===== src/pkg/wsra_pkg.sv =====
// shared constants for the write-status return arbiter
package wsra_pkg;
    localparam int TAG_W = 4;
    localparam logic [3:0] TAG_FIRST = 4'hC;
    localparam logic [3:0] TAG_LAST = 4'hF;
    localparam int POOL_N = 4;
    localparam int NUM_SLAVES = 4;
    localparam int SLV_SEL_W = 2;
    localparam logic [3:0] POOL_BUSY_RST = 4'h0;
    localparam logic [1:0] SLOT_RST = 2'h0;
    localparam logic [1:0] PRIO_RST = 2'h0;
endpackage


===== src/pkg/wsra_if.sv =====
// interface joining the status arbiter end and the slave/master end
`timescale 1ns/1ps
interface wsra_if
    import wsra_pkg::*;
#(
    parameter int NS = NUM_SLAVES
);
    // per-slave completion offers
    logic [NS-1:0] st_valid;
    logic [NS*TAG_W-1:0] st_tag;
    logic [NS-1:0] st_eot;
    // per-slave ready from the arbiter
    logic [NS-1:0] st_ready;
    // forwarded completion toward the master
    logic fwd_valid;
    logic [TAG_W-1:0] fwd_tag;
    // master issue side
    logic cmd_valid;
    logic cmd_write;
    logic [TAG_W-1:0] cmd_tag;
    logic [SLV_SEL_W-1:0] cmd_slave;

    modport arb (
        input st_valid, st_tag, st_eot,
        output st_ready, fwd_valid, fwd_tag,
        input cmd_valid, cmd_write, cmd_tag, cmd_slave
    );
    modport ends (
        output st_valid, st_tag, st_eot,
        input st_ready, fwd_valid, fwd_tag,
        output cmd_valid, cmd_write, cmd_tag, cmd_slave
    );
endinterface


===== src/core/wsra_ends.sv =====
// core master tag pool and a bank of well-behaved slave endpoints
`timescale 1ns/1ps
module wsra_ends
    import wsra_pkg::*;
#(
    parameter int NS = NUM_SLAVES
)
(
    // clock and reset
    input wire logic clock,
    input wire logic sys_rst,
    // user request
    input wire logic req_valid,
    input wire logic req_write,
    input wire logic [SLV_SEL_W-1:0] req_slave,
    output logic req_taken,
    output logic stalled,
    // link
    wsra_if.ends lnk
);
    logic [POOL_N-1:0] busy;
    logic [1:0] slot;
    logic [TAG_W-1:0] cur_tag;
    logic [NS-1:0] pend;
    logic [NS*TAG_W-1:0] pend_tag;
    logic issue;
    logic blocked;
    logic [POOL_N-1:0] ret_hit;
    logic ret_ok;

    // --------------------------------------------------------------------
    // master issue: tag C..F in rotation, blocked on an outstanding tag
    // --------------------------------------------------------------------
    assign cur_tag = TAG_FIRST + TAG_W'(slot);
    assign ret_ok = lnk.fwd_valid && lnk.fwd_tag >= TAG_FIRST;
    assign blocked = busy[slot] && !(ret_ok && lnk.fwd_tag == cur_tag);
    assign issue = req_valid && !blocked;

    assign lnk.cmd_valid = issue;
    assign lnk.cmd_write = req_write;
    assign lnk.cmd_tag = cur_tag;
    assign lnk.cmd_slave = req_slave;

    generate
        for (genvar t = 0; t < POOL_N; t++)
        begin : g_pool
            assign ret_hit[t] = ret_ok &&
                lnk.fwd_tag == TAG_FIRST + TAG_W'(t);
            always_ff @(posedge clock or posedge sys_rst)
            begin
                if (sys_rst)
                    busy[t] <= 1'b0;
                else if (issue && req_write && slot == 2'(t))
                    busy[t] <= 1'b1;
                else if (ret_hit[t])
                    busy[t] <= 1'b0;
            end
        end
    endgenerate

    always_ff @(posedge clock or posedge sys_rst)
    begin
        if (sys_rst)
        begin
            slot <= SLOT_RST;
            req_taken <= 1'b0;
            stalled <= 1'b0;
        end
        else
        begin
            if (issue)
                slot <= slot + 1'b1;
            req_taken <= issue;
            // lost status shows after three more transactions
            stalled <= req_valid && blocked;
        end
    end

    // --------------------------------------------------------------------
    // slaves: one held status each, kept until granted or replaced by a newer accepted write
    // --------------------------------------------------------------------
    generate
        for (genvar s = 0; s < NS; s++)
        begin : g_slv
            logic accept;
            assign accept = issue && req_write && req_slave == SLV_SEL_W'(s);
            assign lnk.st_valid[s] = pend[s];
            assign lnk.st_eot[s] = pend[s];
            assign lnk.st_tag[s*TAG_W +: TAG_W] = pend_tag[s*TAG_W +: TAG_W];
            always_ff @(posedge clock or posedge sys_rst)
            begin
                if (sys_rst)
                begin
                    pend[s] <= 1'b0;
                    pend_tag[s*TAG_W +: TAG_W] <= '0;
                end
                else if (accept)
                begin
                    pend[s] <= 1'b1;
                    pend_tag[s*TAG_W +: TAG_W] <= cur_tag;
                end
                else if (lnk.st_ready[s])
                    pend[s] <= 1'b0;
            end
        end
    endgenerate
endmodule // wsra_ends


===== src/flat_wrapper.sv =====
// flat-port wrapper written by rule: the top's interface ports become plain ports
module wsra_ends_flat import wsra_pkg::*;
#(
    parameter int NS = NUM_SLAVES
)
  (clock, sys_rst, req_valid, req_write, req_slave, req_taken, stalled, lnk_st_valid, lnk_st_tag, lnk_st_eot, lnk_st_ready, lnk_fwd_valid, lnk_fwd_tag, lnk_cmd_valid, lnk_cmd_write, lnk_cmd_tag, lnk_cmd_slave);
  wsra_if #(.NS(NS)) lnk_i ();
  input wire logic clock;
  input wire logic sys_rst;
  input wire logic req_valid;
  input wire logic req_write;
  input wire logic [SLV_SEL_W-1:0] req_slave;
  output logic req_taken;
  output logic stalled;
  output wire logic [$bits(lnk_i.st_valid)-1:0] lnk_st_valid;
  output wire logic [$bits(lnk_i.st_tag)-1:0] lnk_st_tag;
  output wire logic [$bits(lnk_i.st_eot)-1:0] lnk_st_eot;
  input wire logic [$bits(lnk_i.st_ready)-1:0] lnk_st_ready;
  input wire logic [$bits(lnk_i.fwd_valid)-1:0] lnk_fwd_valid;
  input wire logic [$bits(lnk_i.fwd_tag)-1:0] lnk_fwd_tag;
  output wire logic [$bits(lnk_i.cmd_valid)-1:0] lnk_cmd_valid;
  output wire logic [$bits(lnk_i.cmd_write)-1:0] lnk_cmd_write;
  output wire logic [$bits(lnk_i.cmd_tag)-1:0] lnk_cmd_tag;
  output wire logic [$bits(lnk_i.cmd_slave)-1:0] lnk_cmd_slave;
  assign lnk_st_valid = lnk_i.st_valid;
  assign lnk_st_tag = lnk_i.st_tag;
  assign lnk_st_eot = lnk_i.st_eot;
  assign lnk_i.st_ready = lnk_st_ready;
  assign lnk_i.fwd_valid = lnk_fwd_valid;
  assign lnk_i.fwd_tag = lnk_fwd_tag;
  assign lnk_cmd_valid = lnk_i.cmd_valid;
  assign lnk_cmd_write = lnk_i.cmd_write;
  assign lnk_cmd_tag = lnk_i.cmd_tag;
  assign lnk_cmd_slave = lnk_i.cmd_slave;
  wsra_ends #(.NS(NS)) u_core (.clock(clock), .sys_rst(sys_rst), .req_valid(req_valid), .req_write(req_write), .req_slave(req_slave), .req_taken(req_taken), .stalled(stalled), .lnk(lnk_i));
endmodule

===== config.mk =====
export PLATFORM = sky130hd
export DESIGN_NAME = wsra_ends_flat
export DESIGN_NICKNAME = d
export VERILOG_FILES = /design/src/pkg/wsra_pkg.sv /design/src/pkg/wsra_if.sv /design/src/core/wsra_ends.sv /design/src/flat_wrapper.sv
export SDC_FILE = /design/constraint.sdc
export NUM_CORES = 1
export LEC_CHECK = 0
export BUFFER_PORTS_ARGS = -buffer_cell sky130_fd_sc_hd__clkbuf_2
export CAP_MARGIN = 30
export CORE_ASPECT_RATIO = 0.5
export CORE_UTILIZATION = 35
export CTS_CLUSTER_DIAMETER = 200
export DETAILED_ROUTE_END_ITERATION = 10
export SLEW_MARGIN = 0
export SYNTH_ARGS = -nofsm -noshare
export SYNTH_HDL_FRONTEND = slang
export SYNTH_SLANG_ARGS = --single-unit

===== constraint.sdc =====
create_clock -name clock -period 2.9 [get_ports clock]
set_input_delay 0.145 -clock clock [delete_from_list [all_inputs] [get_ports clock]]
set_output_delay 0.145 -clock clock [all_outputs]
set_load 0.05 [all_outputs]

==> summary.txt, run 1 <==
Run status
  – Status: finished, final reports clean

CTS
  – # hold bufs at CTS: 0
  – # clock sinks: 24
  – TritonCTS clock tree: yes
  – Cts bufs inserted: 3
  – Clock latency on the worst-skew pair: about 0.26 ns
  – Post-CTS Setup Bufs: 0
  – Clk root buf: clkbuf_8
  – CTS resizes: 0
  – H-tree depth: 1
  – Clock Tree Buf Depth: 2
  – Reg clk slew, reported paths: 0.08 ns

Logic synthesis
  – Top-count cell post-synth: dfrtp_1
  – Register area share after synthesis: 0.4883
  – Cells after Synth: roughly 100
  – Number of synthesized flops with an enable pin: 0
  – Yosys warns: 0
  – Leading area contributor after synthesis: dfrtp_1
  – Post-synthesis cell area: 1230 sq um
  – XOR/XNOR share of the synthesized area: 0.02136
  – Synth Area in Adders: 0.04069
  – Largest family of logic cells by synthesized area: multiplexers
  – Mux cell area share after synthesis: 0.1221
  – Flops & latches, synth: 24
  – Post-Synth Simple-Gate Area: 0.1109
  – Ys flop type: dfrtp_1
  – Asr flop ratio synth: 1.000
  – Compound-Gate Fraction of Synth Area: 0.09359
  – Syn Area/Cell: roughly 12 sq um
  – Synth cell types: 30
  – Synth top area share: 0.4883
  – Synth top cells by count: dfrtp_1, buf_4, mux2_2
  – Synth top area cells: dfrtp_1, mux2_2, buf_4, ha_1, a22o_1

GRT
  – Vias in the first global route: 783
  – Initial antenna violation count: 0
  – First-pass GRT wire length: between 3000 and 4000 microns
  – Gr usage total: 0.1306
  – Grt ovf: 0
  – Pin count of the biggest net entering global routing: 25

Placed design
  – Routability cong.: between 0.8 and 0.9
  – Pre-CTS setup slack: 0.8870 ns
  – IO buf count: 46
  – DP HPWL: about 1600 microns

Final layout
  – Antenna Diode Count: 0
  – Final nets: about 160
  – Area Growth Syn to Fin: 19.13%
  – Share of cells above drive strength 1: 0.4928

Drt
  – First-pass DRT Iterations: 4
  – Final ANT Viol Nets: 0
  – Uppermost routed layer: met4
  – Wl on met1: 1132 microns
  – DR vias/cell: 4.237
  – DRC: 0
  – WL met3: 113 microns
  – Via count: approximately 790
  – Avg WL per Cell: 11.68 microns
  – Initial DRC count: 38
  – WL met2: approximately 910 microns
  – Post-Route WL: 2172 microns

STA
  – Post-route minimum period: about 2.3 ns
  – Setup ws final: 0.6059 ns
  – Final hold viol count: 0
  – Final setup vio count: 0
  – Final period util: 0.7911
  – Clock Skew: about 0.0013 ns
  – Fmax: about 0.44 GHz
  – Setup TNS: 0 ns
  – Worst-margin pin slew: between 0.9 and 1 ns
  – Max Slew Vio Count: 0
  – RSZ-0062 raised after global routing: no
  – Slew HR: 0.3809
  – Worst Hold Margin: 0.04964 ns

Min path
  – Worst min path class: in -> reg

Floorplanning
  – Core Footprint: between 3000 and 4000 sq um
  – Row count: 14
  – Die X: 85.84 microns
  – Initial Utilization: 0.3879
  – Die Ht: about 44 microns
  – I/O Pins: a little under 50
  – Die area: 3769 sq um

Worst setup path
  – Crit path max-delay cell type: dfrtp_1
  – Worst Path Class, Setup: reg -> out
  – Crit path max-delay family: flip-flops
  – Max incr delay on CP: roughly 0.67 ns
  – Crit path cell chain: mux4_2 -> o31a_1 -> nand2b_4 -> inv_1 -> clkbuf_2
  – Data required time at the worst endpoint: 2.76 ns
  – Endpoint type of the worst setup path: primary output
  – CP Max Fanout: 13
  – Crit start category: register
  – Buffer and inverter count on the worst path: 2
  – R2R Setup Slk: approximately 0.95 ns
  – CP arrival: between 2 and 2.5 ns

Run
  – Maxcap violations: 0
area by class of cell:
class	count	area, sq um
multi-input cells	55	485.5
well taps	48	60.06
clock buffers	4	55.05
fillers	301	1705
flip-flops and latches	24	600.6
inverters	9	33.78
repair buffers	46	230.2
registers in the layout (all words and copies together) (netlist names):
register / count
u_core.lnk.st_tag: 12
u_core.busy: 4
u_core.lnk.st_eot: 4
u_core.slot: 2
u_core.req_taken: 1
u_core.stalled: 1
through the flow:
stage	utilization	instance area [sq um]	std cells
6_report	0.4621	1465	186
5_1_grt	0.4621	1465	186
4_1_cts	0.4621	1465	186
3_5_place_dp	0.4448	1410	182
3_3_place_gp	0.4448	1410	182
2_1_floorplan	-	1234	103
cell usage in the layout (no fill, tap or decap), types with 3 or more instances in the layout:
cell,synthesis,layout
a22o_1,4,4
nand2b_1,4,4
nand3_1,3,3
inv_1,9,9
o21ai_0,4,4
mux2_2,10,10
ha_1,4,4
dfrtp_1,24,24
clkbuf_8,0,4
clkbuf_2,0,46
metal layers:
| layer | track usage | vias up |
|---|---|---|
| met4 | 0.03000 | 0 |
| li1 | - | 403 |
| met3 | 0.04381 | 2 |
| met5 | 0 | - |
| met2 | 0.1968 | 27 |
| met1 | 0.1836 | 356 |
worst reg2reg max path, stage by stage (launching register included):
cell	delay [ns]
dfrtp_1	0.67
mux4_2	0.57
o31a_1	0.14
nand2b_4	0.17
mux2_4	0.29
worst paths after layout:
check | startpoint | to | depth (start not counted)
min reg2reg | u_core.lnk.st_tag[6]$_DFFE_PP0P_ | u_core.lnk.st_tag[6]$_DFFE_PP0P_ | 1
max in group asynchronous | sys_rst | u_core.slot[1]$_DFFE_PP0P_ | 2
min in group asynchronous | sys_rst | u_core.lnk.st_tag[14]$_DFFE_PP0P_ | 2
max reg2reg | u_core.slot[0]$_DFFE_PP0P_ | u_core.slot[1]$_DFFE_PP0P_ | 4
max | u_core.slot[0]$_DFFE_PP0P_ | lnk_cmd_valid | 5
min | lnk_st_ready[0] | u_core.lnk.st_eot[0]$_DFFE_PP0P_ | 2
cell families (layout without fill, tap and decap cells):
kind of cell,after synthesis,in the layout
flip-flops,24,24
multiplexers,12,12
other,1,2
buffers and inverters,24,59
AO/OA/AOI/OAI,14,14
AND/OR/NAND/NOR,20,20
XOR/XNOR,3,3
adder cells (fa/ha/maj),4,4
Power of run 1 is left out: the tool's default activity adds up to more than one toggle a clock period on the data nets, which glitch-free logic cannot reach.
==> inputs of run 2 (changes only) <==
==> constraint.sdc (replaced) <==
create_clock -name clock -period 2.4 [get_ports clock]
set_input_delay 0.12 -clock clock [delete_from_list [all_inputs] [get_ports clock]]
set_output_delay 0.12 -clock clock [all_outputs]
set_load 0.05 [all_outputs]
==> run 2 against run 1 <==
  * Sequential cell count is the same
  * Register-to-register slack lost 0.49 ns
  * Highest routed layer unchanged
  * Via count grew 7.1%
  * Utilization grew 1.2 points
  * Die area is the same
  * Clock skew grew 0.0020 ns
  * Non-clock buffer count grew 2
==> summary.txt, run 2 (same netlist as run 1, synthesis figures left out) <==
Run status
  – Status: finished, final reports clean

Floorplanning
  – Row count: 14 (unchanged)
  – Die Ht: 43.92 microns (unchanged)
  – Die area: 3769 sq um (unchanged)
  – I/O Pins: 49 (unchanged)
  – Core Footprint: 3171 sq um (unchanged)
  – Die X: 85.84 microns (unchanged)
  – Initial Utilization: 0.3879 (unchanged)

CTS
  – H-tree depth: 1 (unchanged)
  – Cts bufs inserted: 3 (unchanged)
  – Clock latency on the worst-skew pair: 0.27 ns (about the same)
  – # hold bufs at CTS: 0 (unchanged)
  – Reg clk slew, reported paths: 0.08 ns (about the same)
  – Clock Tree Buf Depth: 2 (unchanged)
  – # clock sinks: 24 (unchanged)
  – TritonCTS clock tree: yes
  – CTS resizes: 0 (unchanged)
  – Post-CTS Setup Bufs: 0 (unchanged)
  – Clk root buf: clkbuf_8

Drt
  – Post-Route WL: 2267 microns (+4.4%)
  – DRC: 0 (unchanged)
  – Avg WL per Cell: 12.06 microns (+3.3%)
  – DR vias/cell: 4.489 (+6.0%)
  – Via count: 844 (+7.1%)
  – Initial DRC count: 75 (+97%)
  – First-pass DRT Iterations: 4 (unchanged)
  – Final ANT Viol Nets: 0 (unchanged)

STA
  – Final period util: 0.9412
  – Max Slew Vio Count: 0 (unchanged)
  – Fmax: between 0.4 and 0.5 GHz
  – Setup TNS: 0 ns (unchanged)
  – Final setup vio count: 0 (unchanged)
  – Clock Skew: 0.003241 ns (+0.001956 ns)
  – Post-route minimum period: around 2.3 ns
  – RSZ-0062 raised after global routing: no
  – Final hold viol count: 0 (unchanged)

GRT
  – Gr usage total: 0.1316 (+0.001012)
  – Vias in the first global route: 733 (-6.4%)
  – Grt ovf: 0 (unchanged)
  – Pin count of the biggest net entering global routing: 25 (unchanged)
  – First-pass GRT wire length: 3622 microns (-1.7%)
  – Initial antenna violation count: 0 (unchanged)

Worst setup path
  – Max incr delay on CP: 0.66 ns (about the same)
  – Worst r2r path cells: 4 (unchanged)
  – Endpoint type of the worst setup path: primary output
  – Crit path max-delay cell type: dfrtp_1
  – Buffer and inverter count on the worst path: 2 (unchanged)
  – CP Max Fanout: 13 (unchanged)
  – Crit path max-delay family: flip-flops
  – Crit start category: register
  – CP arrival: 2.14 ns (about the same)
  – RR Endpoint: u_core.slot[1]$_DFFE_PP0P_
  – Crit path cell chain: mux4_2 -> o31a_1 -> nand2b_4 -> inv_1 -> clkbuf_2
  – Worst Path Class, Setup: reg -> out
  – Data required time at the worst endpoint: 2.28 ns (-0.48 ns)
  – R2R Setup Slk: 0.46 ns (-0.49 ns)
  – R2r startpoint: u_core.slot[0]$_DFFE_PP0P_

Final layout
  – Most frequent cells in the layout: clkbuf_2, dfrtp_1, mux2_2
  – Commonest non-fill, non-tap cell in the layout: clkbuf_2
  – Antenna Diode Count: 0 (unchanged)
  – Share of cells above drive strength 1: 0.4929 (about the same)
  – Number of flip-flops in the largest register: 12 (unchanged)
  – Area Growth Syn to Fin: 22.18%
  – Final nets: 160 (+1.3%)

Min path
  – Hold Path End: u_core.lnk.st_eot[0]$_DFFE_PP0P_
  – Hold wc startpoint: lnk_st_ready[0]
  – Worst min path class: in -> reg
  – Worst hold stages: 2 (unchanged)

Placed design
  – Routability cong.: 0.8612 (+2.3%)
  – IO buf count: 46 (unchanged)
  – DP HPWL: 1702 microns (+3.3%)

Run
  – Maxcap violations: 0 (unchanged)
[run 2: cell count changes in the layout (fill, tap and decap cells not counted)]
| cell | previous run | this run |
|---|---|---|
| dlygate4sd3_1 | 0 | 1 |
| buf_16 | 0 | 1 |
[run 2: metal layers]
metal,routed length (microns),GRT usage,vias up
met5,0,0,-
met3,132,0.04381,5
met4,31,0.07000,0
met2,979,0.1856,31
met1,1123,0.1806,403
li1,-,-,405
[run 2: worst max path at each step]
stage	startpoint	to	depth (start not counted)
2_1_floorplan	u_core.slot[0]$_DFFE_PP0P_	u_core.req_taken$_DFF_PP0_	5
3_3_place_gp	u_core.slot[0]$_DFFE_PP0P_	lnk_cmd_valid	5
3_5_place_dp	u_core.slot[0]$_DFFE_PP0P_	lnk_cmd_valid	5
4_1_cts	u_core.slot[0]$_DFFE_PP0P_	lnk_cmd_valid	5
5_1_grt	u_core.slot[0]$_DFFE_PP0P_	lnk_cmd_valid	5
6_report	u_core.slot[0]$_DFFE_PP0P_	lnk_cmd_valid	5
[run 2: area by class of cell]
class | count | area, sq um
clock buffer | 4 | 55.05
fill | 312 | 1668
timing repair buffer | 48 | 267.8
inverter | 9 | 33.78
tap | 48 | 60.06
multi-input combinational | 55 | 485.5
sequential | 24 | 600.6
[run 2: per-stage QoR]
stage | setup slack [ns] | cell area [sq um] | util | hold WS (ns) | cells
after global routing | 0.02604 | 1503 | 0.4740 | 0.02431 | 188
after floorplan | 0.2220 | 1234 | - | 0.1346 | 103
after global placement | 0.4067 | 1410 | 0.4448 | 0.2976 | 182
after detailed placement | 0.4000 | 1410 | 0.4448 | 0.3066 | 182
final | 0.1411 | 1503 | 0.4740 | 0.01705 | 188
after CTS | 0.09028 | 1465 | 0.4621 | 0.01316 | 186
Power of run 2 is left out for the same reason.
